===== src/verilog/dplcfg_pkg.sv =====
// Purpose: constants for the dual-loop lock-detect and divider configuration block
// Assumes: 32-bit serial words, address in bits [4:0], data in bits [31:5]
// Notes: window times are in picoseconds, currents in microamps
//
// Behaviour
// - cleaning lock asserts after programmed count of in-window comparisons; zero count never locks.
// - cleaning window codes 0..3 select 5.5, 10, 18.6, 40 ns windows.
// - synthesis lock counter increments on each comparison below the window time.
// - synthesis lock asserts after programmed 14-bit count; zero count never locks.
// - doubler enable 1 counts both reference edges, 0 counts rising only.
// - synthesis polarity 0 negative slope, 1 positive; host picks negative for internal oscillator.
// - synthesis pump current codes select 100, 400, 1600, 3200 uA.
// - synthesis pump high-impedance bit overrides current field.
// - cleaning polarity 0 negative slope, 1 positive slope.
// - cleaning pump current codes select 100, 200, 400, 1600 uA.
// - cleaning pump high-impedance bit overrides current field.
// - each of three inputs has 2-bit pre-divider by 1, 2, 4, 8.
// - input switch applies the new input's pre-divider at once.
// - cleaning reference divider divides by 1..16383; zero gives no output.
// - synthesis reference divider divides by 1..4095; zero gives no output.
package dplcfg_pkg;
  localparam int          WORD_W          = 32;
  localparam int          ADDR_W          = 5;
  localparam int          CNT_W           = 14;
  localparam int          SRDIV_W         = 12;
  localparam int          UA_W            = 12;
  localparam int          PS_W            = 16;
  localparam logic [4:0]  ADDR_CLEAN_WIN  = 5'h18;
  localparam logic [4:0]  ADDR_LOCK_COUNT = 5'h19;
  localparam logic [4:0]  ADDR_SYNTH_CFG  = 5'h1A;
  localparam logic [4:0]  ADDR_CLEAN_CFG  = 5'h1B;
  localparam logic [4:0]  ADDR_SYNTH_RDIV = 5'h1C;
  localparam int          CLEAN_WIN_LSB   = 6;
  localparam int          COUNT_LSB       = 6;
  localparam int          SWIN_LSB        = 30;
  localparam int          DOUBLER_BIT     = 29;
  localparam int          POL_BIT         = 28;
  localparam int          GAIN_LSB        = 26;
  localparam int          HIZ_BIT         = 5;
  localparam int          PRE2_LSB        = 24;
  localparam int          PRE1_LSB        = 22;
  localparam int          PRE0_LSB        = 20;
  localparam int          CRDIV_LSB       = 6;
  localparam int          SRDIV_LSB       = 20;
  localparam logic [1:0]  SWIN_VALID      = 2'h2;
  localparam logic [31:0] RST_CLEAN_WIN   = 32'h0000_0000;
  localparam logic [31:0] RST_LOCK_COUNT  = 32'h0000_0040;
  localparam logic [31:0] RST_SYNTH_CFG   = 32'h8000_0040;
  localparam logic [31:0] RST_CLEAN_CFG   = 32'h0000_0040;
  localparam logic [31:0] RST_SYNTH_RDIV  = 32'h0020_0000;
  localparam logic [15:0] CLEAN_WIN_PS [4] = '{16'h157C, 16'h2710, 16'h48A8, 16'h9C40};
  localparam logic [15:0] SYNTH_WIN_PS     = 16'h0E74;
  localparam logic [11:0] CLEAN_UA [4]     = '{12'h064, 12'h0C8, 12'h190, 12'h640};
  localparam logic [11:0] SYNTH_UA [4]     = '{12'h064, 12'h190, 12'h640, 12'hC80};
endpackage : dplcfg_pkg


===== src/verilog/dplcfg_top.sv =====
// Purpose: serial configuration port, lock detectors, reference dividers, pump controls
// Assumes: all pins synchronous to ref_clk_i; edges arrive as one-cycle pulses
// Notes: phase error arrives as a measured magnitude in ps with a compare strobe
`timescale 1ns/1ns
module dplcfg_top #(
  parameter int PHASE_W = 16
) (
  input  wire logic                         ref_clk_i,
  input  wire logic                         rst_i,
  input  wire logic                         cfg_clk_i,
  input  wire logic                         cfg_data_i,
  input  wire logic                         cfg_latch_i,
  input  wire logic                         clean_cmp_i,
  input  wire logic [PHASE_W-1:0]           clean_phase_err_i,
  input  wire logic                         synth_cmp_i,
  input  wire logic [PHASE_W-1:0]           synth_phase_err_i,
  input  wire logic [2:0]                   input_edge_i,
  input  wire logic [1:0]                   active_input_i,
  input  wire logic                         osc_rise_i,
  input  wire logic                         osc_fall_i,
  output      logic                         cleaning_lock_o,
  output      logic                         synthesis_lock_o,
  output      logic                         cleaning_pd_ref_o,
  output      logic                         synthesis_pd_ref_o,
  output      logic [dplcfg_pkg::UA_W-1:0]  cleaning_pump_current_o,
  output      logic                         cleaning_pump_hiz_o,
  output      logic                         cleaning_pump_polarity_o,
  output      logic [dplcfg_pkg::UA_W-1:0]  synthesis_pump_current_o,
  output      logic                         synthesis_pump_hiz_o,
  output      logic                         synthesis_pump_polarity_o,
  output      logic                         ref_doubler_enable_o
);
  import dplcfg_pkg::*;

  // refused at elaboration: a narrower error bus cannot hold the widest window
  if (PHASE_W < PS_W) begin : g_phase_w_check
    $error("PHASE_W must hold the widest window");
  end

  // configuration state
  logic [WORD_W-1:0] shift_reg, shift_next;
  logic              sclk_d_reg, sclk_d_next;
  logic              latch_d_reg, latch_d_next;
  logic [WORD_W-1:0] cwin_reg, cwin_next;
  logic [WORD_W-1:0] lcnt_reg, lcnt_next;
  logic [WORD_W-1:0] scfg_reg, scfg_next;
  logic [WORD_W-1:0] ccfg_reg, ccfg_next;
  logic [WORD_W-1:0] srdiv_reg, srdiv_next;
  logic              shift_en;
  logic              write_en;

  assign shift_en = cfg_clk_i && !sclk_d_reg && !cfg_latch_i;
  assign write_en = cfg_latch_i && !latch_d_reg;

  always_comb begin
    sclk_d_next  = cfg_clk_i;
    latch_d_next = cfg_latch_i;
    shift_next   = shift_en ? {shift_reg[WORD_W-2:0], cfg_data_i} : shift_reg;
    cwin_next    = cwin_reg;
    lcnt_next    = lcnt_reg;
    scfg_next    = scfg_reg;
    ccfg_next    = ccfg_reg;
    srdiv_next   = srdiv_reg;
    if (write_en) begin
      // address bits read back as zero in the stored copy
      case (shift_reg[ADDR_W-1:0])
        ADDR_CLEAN_WIN:  cwin_next  = {shift_reg[WORD_W-1:ADDR_W], 5'h00};
        ADDR_LOCK_COUNT: lcnt_next  = {shift_reg[WORD_W-1:ADDR_W], 5'h00};
        ADDR_SYNTH_CFG:  scfg_next  = {shift_reg[WORD_W-1:ADDR_W], 5'h00};
        ADDR_CLEAN_CFG:  ccfg_next  = {shift_reg[WORD_W-1:ADDR_W], 5'h00};
        ADDR_SYNTH_RDIV: srdiv_next = {shift_reg[WORD_W-1:ADDR_W], 5'h00};
        default: ;
      endcase
    end
  end

  always_ff @(posedge ref_clk_i) begin
    if (rst_i) begin
      shift_reg   <= '0;
      sclk_d_reg  <= 1'b0;
      latch_d_reg <= 1'b0;
      cwin_reg    <= RST_CLEAN_WIN;
      lcnt_reg    <= RST_LOCK_COUNT;
      scfg_reg    <= RST_SYNTH_CFG;
      ccfg_reg    <= RST_CLEAN_CFG;
      srdiv_reg   <= RST_SYNTH_RDIV;
    end else begin
      shift_reg   <= shift_next;
      sclk_d_reg  <= sclk_d_next;
      latch_d_reg <= latch_d_next;
      cwin_reg    <= cwin_next;
      lcnt_reg    <= lcnt_next;
      scfg_reg    <= scfg_next;
      ccfg_reg    <= ccfg_next;
      srdiv_reg   <= srdiv_next;
    end
  end

  // field views
  logic [1:0]         clean_win_code, synth_win_code, sgain, cgain, pre_code;
  logic [CNT_W-1:0]   clean_tgt, synth_tgt, crdiv;
  logic [SRDIV_W-1:0] srdiv;
  logic               sdbl, shiz, chiz;
  assign clean_win_code = cwin_reg[CLEAN_WIN_LSB +: 2];
  assign clean_tgt      = lcnt_reg[COUNT_LSB +: CNT_W];
  assign synth_win_code = scfg_reg[SWIN_LSB +: 2];
  assign synth_tgt      = scfg_reg[COUNT_LSB +: CNT_W];
  assign sdbl           = scfg_reg[DOUBLER_BIT];
  assign sgain          = scfg_reg[GAIN_LSB +: 2];
  assign shiz           = scfg_reg[HIZ_BIT];
  assign cgain          = ccfg_reg[GAIN_LSB +: 2];
  assign chiz           = ccfg_reg[HIZ_BIT];
  assign crdiv          = ccfg_reg[CRDIV_LSB +: CNT_W];
  assign srdiv          = srdiv_reg[SRDIV_LSB +: SRDIV_W];

  // lock detectors: result is {lock, count}
  function automatic logic [CNT_W:0] lock_step(input logic cmp, input logic in_win,
      input logic [CNT_W-1:0] cnt, input logic [CNT_W-1:0] tgt, input logic lk);
    logic [CNT_W-1:0] c;
    c = cnt;
    if (!cmp) begin
      lock_step = {lk, cnt};
    end else if (!in_win) begin
      lock_step = '0;
    end else begin
      if (cnt != {CNT_W{1'b1}}) c = cnt + 1'b1;
      lock_step = {(tgt != '0) && (c >= tgt), c};
    end
  endfunction : lock_step

  logic [CNT_W-1:0] ccnt_reg, ccnt_next, scnt_reg, scnt_next;
  logic             clock_reg, clock_next, slock_reg, slock_next;
  logic             clean_in_win, synth_in_win;

  assign clean_in_win = clean_phase_err_i < PHASE_W'(CLEAN_WIN_PS[clean_win_code]);
  // reserved window codes never count as in window
  assign synth_in_win = (synth_win_code == SWIN_VALID) &&
                        (synth_phase_err_i < PHASE_W'(SYNTH_WIN_PS));

  always_comb begin
    {clock_next, ccnt_next} = lock_step(clean_cmp_i, clean_in_win, ccnt_reg,
                                        clean_tgt, clock_reg);
    {slock_next, scnt_next} = lock_step(synth_cmp_i, synth_in_win, scnt_reg,
                                        synth_tgt, slock_reg);
  end

  always_ff @(posedge ref_clk_i) begin
    if (rst_i) begin
      ccnt_reg  <= '0;
      scnt_reg  <= '0;
      clock_reg <= 1'b0;
      slock_reg <= 1'b0;
    end else begin
      ccnt_reg  <= ccnt_next;
      scnt_reg  <= scnt_next;
      clock_reg <= clock_next;
      slock_reg <= slock_next;
    end
  end

  // reference dividers
  logic [2:0]         pre_cnt_reg, pre_cnt_next;
  logic [1:0]         act_d_reg, act_d_next;
  logic [CNT_W-1:0]   crcnt_reg, crcnt_next;
  logic [SRDIV_W-1:0] srcnt_reg, srcnt_next;
  logic               cref_reg, cref_next, sref_reg, sref_next;
  logic               pre_tick, sel_edge, osc_edge;

  always_comb begin
    case (active_input_i)
      2'h0:    pre_code = ccfg_reg[PRE0_LSB +: 2];
      2'h1:    pre_code = ccfg_reg[PRE1_LSB +: 2];
      2'h2:    pre_code = ccfg_reg[PRE2_LSB +: 2];
      default: pre_code = ccfg_reg[PRE0_LSB +: 2];
    endcase
  end

  // input 3 does not exist; an out-of-range select is steered to input 0
  assign sel_edge = (active_input_i == 2'h3) ? input_edge_i[0] : input_edge_i[active_input_i];
  assign osc_edge = osc_rise_i || (sdbl && osc_fall_i);

  always_comb begin
    pre_cnt_next = pre_cnt_reg;
    pre_tick     = 1'b0;
    act_d_next   = active_input_i;
    crcnt_next   = crcnt_reg;
    cref_next    = 1'b0;
    srcnt_next   = srcnt_reg;
    sref_next    = 1'b0;
    if (active_input_i != act_d_reg) begin
      pre_cnt_next = '0;
    end else if (sel_edge) begin
      if ({1'b0, pre_cnt_reg} + 4'h1 >= (4'h1 << pre_code)) begin
        pre_cnt_next = '0;
        pre_tick     = 1'b1;
      end else begin
        pre_cnt_next = pre_cnt_reg + 3'h1;
      end
    end
    if (pre_tick && crdiv != '0) begin
      if ({1'b0, crcnt_reg} + 15'h1 >= {1'b0, crdiv}) begin
        crcnt_next = '0;
        cref_next  = 1'b1;
      end else begin
        crcnt_next = crcnt_reg + 14'h1;
      end
    end
    // a divide of 1 without the doubler is the host's to avoid
    if (osc_edge && srdiv != '0) begin
      if ({1'b0, srcnt_reg} + 13'h1 >= {1'b0, srdiv}) begin
        srcnt_next = '0;
        sref_next  = 1'b1;
      end else begin
        srcnt_next = srcnt_reg + 12'h1;
      end
    end
  end

  always_ff @(posedge ref_clk_i) begin
    if (rst_i) begin
      pre_cnt_reg <= '0;
      act_d_reg   <= '0;
      crcnt_reg   <= '0;
      srcnt_reg   <= '0;
      cref_reg    <= 1'b0;
      sref_reg    <= 1'b0;
    end else begin
      pre_cnt_reg <= pre_cnt_next;
      act_d_reg   <= act_d_next;
      crcnt_reg   <= crcnt_next;
      srcnt_reg   <= srcnt_next;
      cref_reg    <= cref_next;
      sref_reg    <= sref_next;
    end
  end

  // pump controls
  logic [UA_W-1:0] cua_reg, cua_next, sua_reg, sua_next;
  logic            chiz_reg, chiz_next, shiz_reg, shiz_next;
  logic            cpol_reg, cpol_next, spol_reg, spol_next, dbl_reg, dbl_next;

  always_comb begin
    cua_next  = chiz ? '0 : CLEAN_UA[cgain];
    sua_next  = shiz ? '0 : SYNTH_UA[sgain];
    chiz_next = chiz;
    shiz_next = shiz;
    cpol_next = ccfg_reg[POL_BIT];
    spol_next = scfg_reg[POL_BIT];
    dbl_next  = sdbl;
  end

  always_ff @(posedge ref_clk_i) begin
    if (rst_i) begin
      cua_reg  <= '0;
      sua_reg  <= '0;
      chiz_reg <= 1'b1;
      shiz_reg <= 1'b1;
      cpol_reg <= 1'b0;
      spol_reg <= 1'b0;
      dbl_reg  <= 1'b0;
    end else begin
      cua_reg  <= cua_next;
      sua_reg  <= sua_next;
      chiz_reg <= chiz_next;
      shiz_reg <= shiz_next;
      cpol_reg <= cpol_next;
      spol_reg <= spol_next;
      dbl_reg  <= dbl_next;
    end
  end

  assign cleaning_lock_o           = clock_reg;
  assign synthesis_lock_o          = slock_reg;
  assign cleaning_pd_ref_o         = cref_reg;
  assign synthesis_pd_ref_o        = sref_reg;
  assign cleaning_pump_current_o   = cua_reg;
  assign cleaning_pump_hiz_o       = chiz_reg;
  assign cleaning_pump_polarity_o  = cpol_reg;
  assign synthesis_pump_current_o  = sua_reg;
  assign synthesis_pump_hiz_o      = shiz_reg;
  assign synthesis_pump_polarity_o = spol_reg;
  assign ref_doubler_enable_o      = dbl_reg;
endmodule : dplcfg_top


===== config.mk =====
export PLATFORM = sky130hd
export DESIGN_NAME = dplcfg_top
export DESIGN_NICKNAME = d
export VERILOG_FILES = /design/src/verilog/dplcfg_pkg.sv /design/src/verilog/dplcfg_top.sv
export SDC_FILE = /design/constraint.sdc
export NUM_CORES = 1
export LEC_CHECK = 0
export ABC_CLOCK_PERIOD_IN_PS = 5100
export BUFFER_PORTS_ARGS = -buffer_cell sky130_fd_sc_hd__buf_2
export CAP_MARGIN = 20
export CORE_ASPECT_RATIO = 0.5
export CORE_MARGIN = 2
export CORE_UTILIZATION = 65
export DETAILED_ROUTE_END_ITERATION = 16
export PLACE_DENSITY_LB_ADDON = 0.3
export SYNTH_ARGS = -nofsm -noshare
export SYNTH_HDL_FRONTEND = slang
export SYNTH_SLANG_ARGS = --single-unit
export TNS_END_PERCENT = 50

===== constraint.sdc =====
create_clock -name ref_clk_i -period 5.1 [get_ports ref_clk_i]
set_clock_uncertainty 0.05 [all_clocks]
set_input_delay 0.765 -clock ref_clk_i [delete_from_list [all_inputs] [get_ports ref_clk_i]]
set_output_delay 0.765 -clock ref_clk_i [all_outputs]
set_load 0.005 [all_outputs]

==> impl_metrics.env <==
export IMPL_yosysSeqAreaShare_pct=37.9
export IMPL_maxCapViolations=0
export IMPL_synth_seq_cells=188
export IMPL_finalSetupViolCount=0
export IMPL_critical_path_buf_inv_count=0
export IMPL_synth_cells=1176
export IMPL_min_period_ns=3.80
export IMPL_setup_tns_ns=0
export IMPL_hp_start="scfg_reg[28]"
export IMPL_cts_max_path_buffers=2
export IMPL_cts_root_buf="clkbuf_16"
export IMPL_required_ns=5.42
export IMPL_end_kind="flip-flop"
export IMPL_cp_arrival_ns=4.12
export IMPL_cp_slowest_cell="or4b_4"
export IMPL_synth_edf_count=0
export IMPL_dr_pass1_iters=5
export IMPL_final_nets=1350
export IMPL_crit_type="flip-flop to flip-flop"
export IMPL_area_growth_pct=9.88
export IMPL_wl_per_cell_um=16.1
export IMPL_largest_reg_flops=32
export IMPL_crit_fanout=14
export IMPL_synthTopCellsByArea="dfxtp_1, ha_1, nand2_1"
export IMPL_timing_rr_start="crcnt_reg[0]"
export IMPL_path_cells="ha_1 -> nand2_1 -> nor3_1 -> nand2_1 -> nor2_1 -> xor2_1 -> ha_1 -> a21o_1 -> a21oi_1 -> o221ai_2 -> or4b_4 -> nor2_2 -> a22o_1"
export IMPL_drv_slew=0
export IMPL_total_power_w=0.00301
export IMPL_via_per_inst=5.95
export IMPL_fin_crit_sh_pct=74.5
export IMPL_p_per_area_mw_per_mm2=275
export IMPL_cts_tree="built"
export IMPL_slowest_delay_ns=0.60
export IMPL_synth_top_area_share_pct=37.9
export IMPL_crit_family="simple AND/OR/NAND/NOR gates"
export IMPL_grt_usage_pct=28.9
export IMPL_p_leak_nw=4.76
export IMPL_maxSlewHeadroom_pct=27.2
export IMPL_htree_levels=4
export IMPL_clk_pin_slew_ns=0.07
export IMPL_ant_nets=0
export IMPL_postSynthAreaPerCell_sq_um=8.45
export IMPL_hpwlAfterDp_um=16000
export IMPL_grt_pass1_wl_um=38200
export IMPL_final_util_pct=74.2
export IMPL_gr_total_overflow=0
export IMPL_grt_max_degree=88
export IMPL_cts_buffers_inserted=17
export IMPL_synth_area_leader_cell="dfxtp_1"
export IMPL_row_count=31
export IMPL_fp_dieArea_sq_mm=0.0163
export IMPL_synth_common_cells="dfxtp_1, nand2_1, nor2_1"
export IMPL_design_core_area_sq_mm=0.0147
export IMPL_worst_pin_slew_ns=1.09
export IMPL_io_buffers=68
export IMPL_max_freq_ghz=0.263
export IMPL_yosys_warnings=0
export IMPL_gp_congestion=0.849
export IMPL_drive_above_1_share_pct=10.0
export IMPL_hold_violations=0
export IMPL_post_cts_buffers=0
export IMPL_postCtsResizedCells=0
export IMPL_drc_errors=0
export IMPL_worstSetupStartpointType="flip-flop"
export IMPL_synth_cell_type_count=69
export IMPL_async_flop_share_pct=0
export IMPL_status="finished clean"
export IMPL_pin_count=79
export IMPL_hold_class="flip-flop to flip-flop"
export IMPL_synth_most_common_cell="dfxtp_1"
export IMPL_ctsHoldBuffers=0
export IMPL_rsz0062_at_grt="false"
export IMPL_start_util_pct=67.6
export IMPL_netlist_area_sq_mm=0.00993
export IMPL_synth_flop_cell="dfxtp_1"
export IMPL_antenna_found_initial=0
export IMPL_insertion_delay_ns=0.43
export IMPL_crit_start="crcnt_reg[0]"
export IMPL_vias=8488
export IMPL_diodes=0
export IMPL_die_h_um=91.4
export IMPL_drt_iter0_markers=767
export IMPL_grt_pass1_vias=8055
export IMPL_peakVddDrop_mv=0.258
export IMPL_routed_wl_um=23000
export IMPL_die_x_um=179
export IMPL_numClockSinks=188
final timing paths:
| check | to | slack, ns | cells past startpoint |
|---|---|---|---|
| worst max-delay path | crcnt_reg[3] | 1.30 | 13 |
| worst min register to register | scfg_reg[28] | 0.41 | 2 |
| worst min-delay path | scfg_reg[28] | 0.41 | 2 |
| worst max register to register | crcnt_reg[3] | 1.30 | 13 |
kinds of logic after synthesis:
logic type               Yosys count  share of synthesized area [%]
buffers and inverters            136                           5.90
other                              1                         0.0378
XOR/XNOR                          42                           3.70
multiplexers                      58                           5.93
AO/OA/AOI/OAI                    219                           14.0
adder cells (fa/ha/maj)           88                           11.1
AND/OR/NAND/NOR                  444                           21.4
flip-flops                       188                           37.9
final cells by class:
| cell class | count | area [sq um] |
|---|---|---|
| Multi-Input combinational cell | 857 | 5610 |
| Fill cell | 1029 | 3790 |
| Sequential cell | 188 | 3760 |
| Clock buffer | 18 | 429 |
| Timing Repair Buffer | 74 | 388 |
| Inverter | 78 | 293 |
| Tap cell | 198 | 248 |
| Clock inverter | 14 | 184 |
metal layers:
metal	vias up	wire length, um	track usage (%)
li1	4140	-	-
met1	4008	10700	39.1
met2	294	10500	46.8
met3	46	1400	4.69
met4	0	413	9.69
met5	-	0	0
power by group:
group | leakage (nW) | internal (W) | switching [W] | total (W)
logic | 2.95 | 0.0000501 | 0.0000903 | 0.000140
registers | 1.52 | 0.00148 | 0.00000731 | 0.00148
clock network | 0.295 | 0.000745 | 0.000637 | 0.00138
total | 4.76 | 0.00227 | 0.000735 | 0.00301
tightest hold or removal path: stages, from the launching register on:
cell and delay, ns:
dfxtp_1 0.31, nand2_1 0.05, a21oi_1 0.05
cells in the final DEF, fill, tap and decap left out, types with 3 or more instances in the layout:
cell type	n
nand3b_1	3
a21o_1	20
nand3_1	37
clkinv_4	5
inv_1	76
ha_1	88
nor3b_1	3
clkbuf_16	17
nor2_1	108
conb_1	6
o21ai_1	24
nor2b_1	15
or3_1	4
and2_1	15
and4_1	8
nor3_1	14
nand2b_1	12
o21ai_0	17
buf_4	7
a22oi_1	5
buf_2	67
o21a_1	9
nor4b_2	3
nand4_1	18
a211oi_1	4
nor4_1	17
a21oi_1	85
mux2i_1	54
and3_1	14
nand2_1	159
a22o_1	22
xnor2_1	22
dfxtp_1	188
xor2_1	20
a31oi_1	11
per-stage QoR:
| step | worst slack [ns] | cells | hold slack [ns] | area, sq um |
|---|---|---|---|---|
| floorplan | 1.93 | 1181 | 0.382 | 9950 |
| finish | 1.30 | 1427 | 0.410 | 10900 |
| detailed placement | 1.35 | 1395 | 0.398 | 10300 |
| global placement | 1.42 | 1395 | 0.393 | 10300 |
| CTS | 1.32 | 1427 | 0.409 | 10900 |
| global route | 0.950 | 1427 | 0.432 | 10900 |
(Power assumes the default switching activity.)
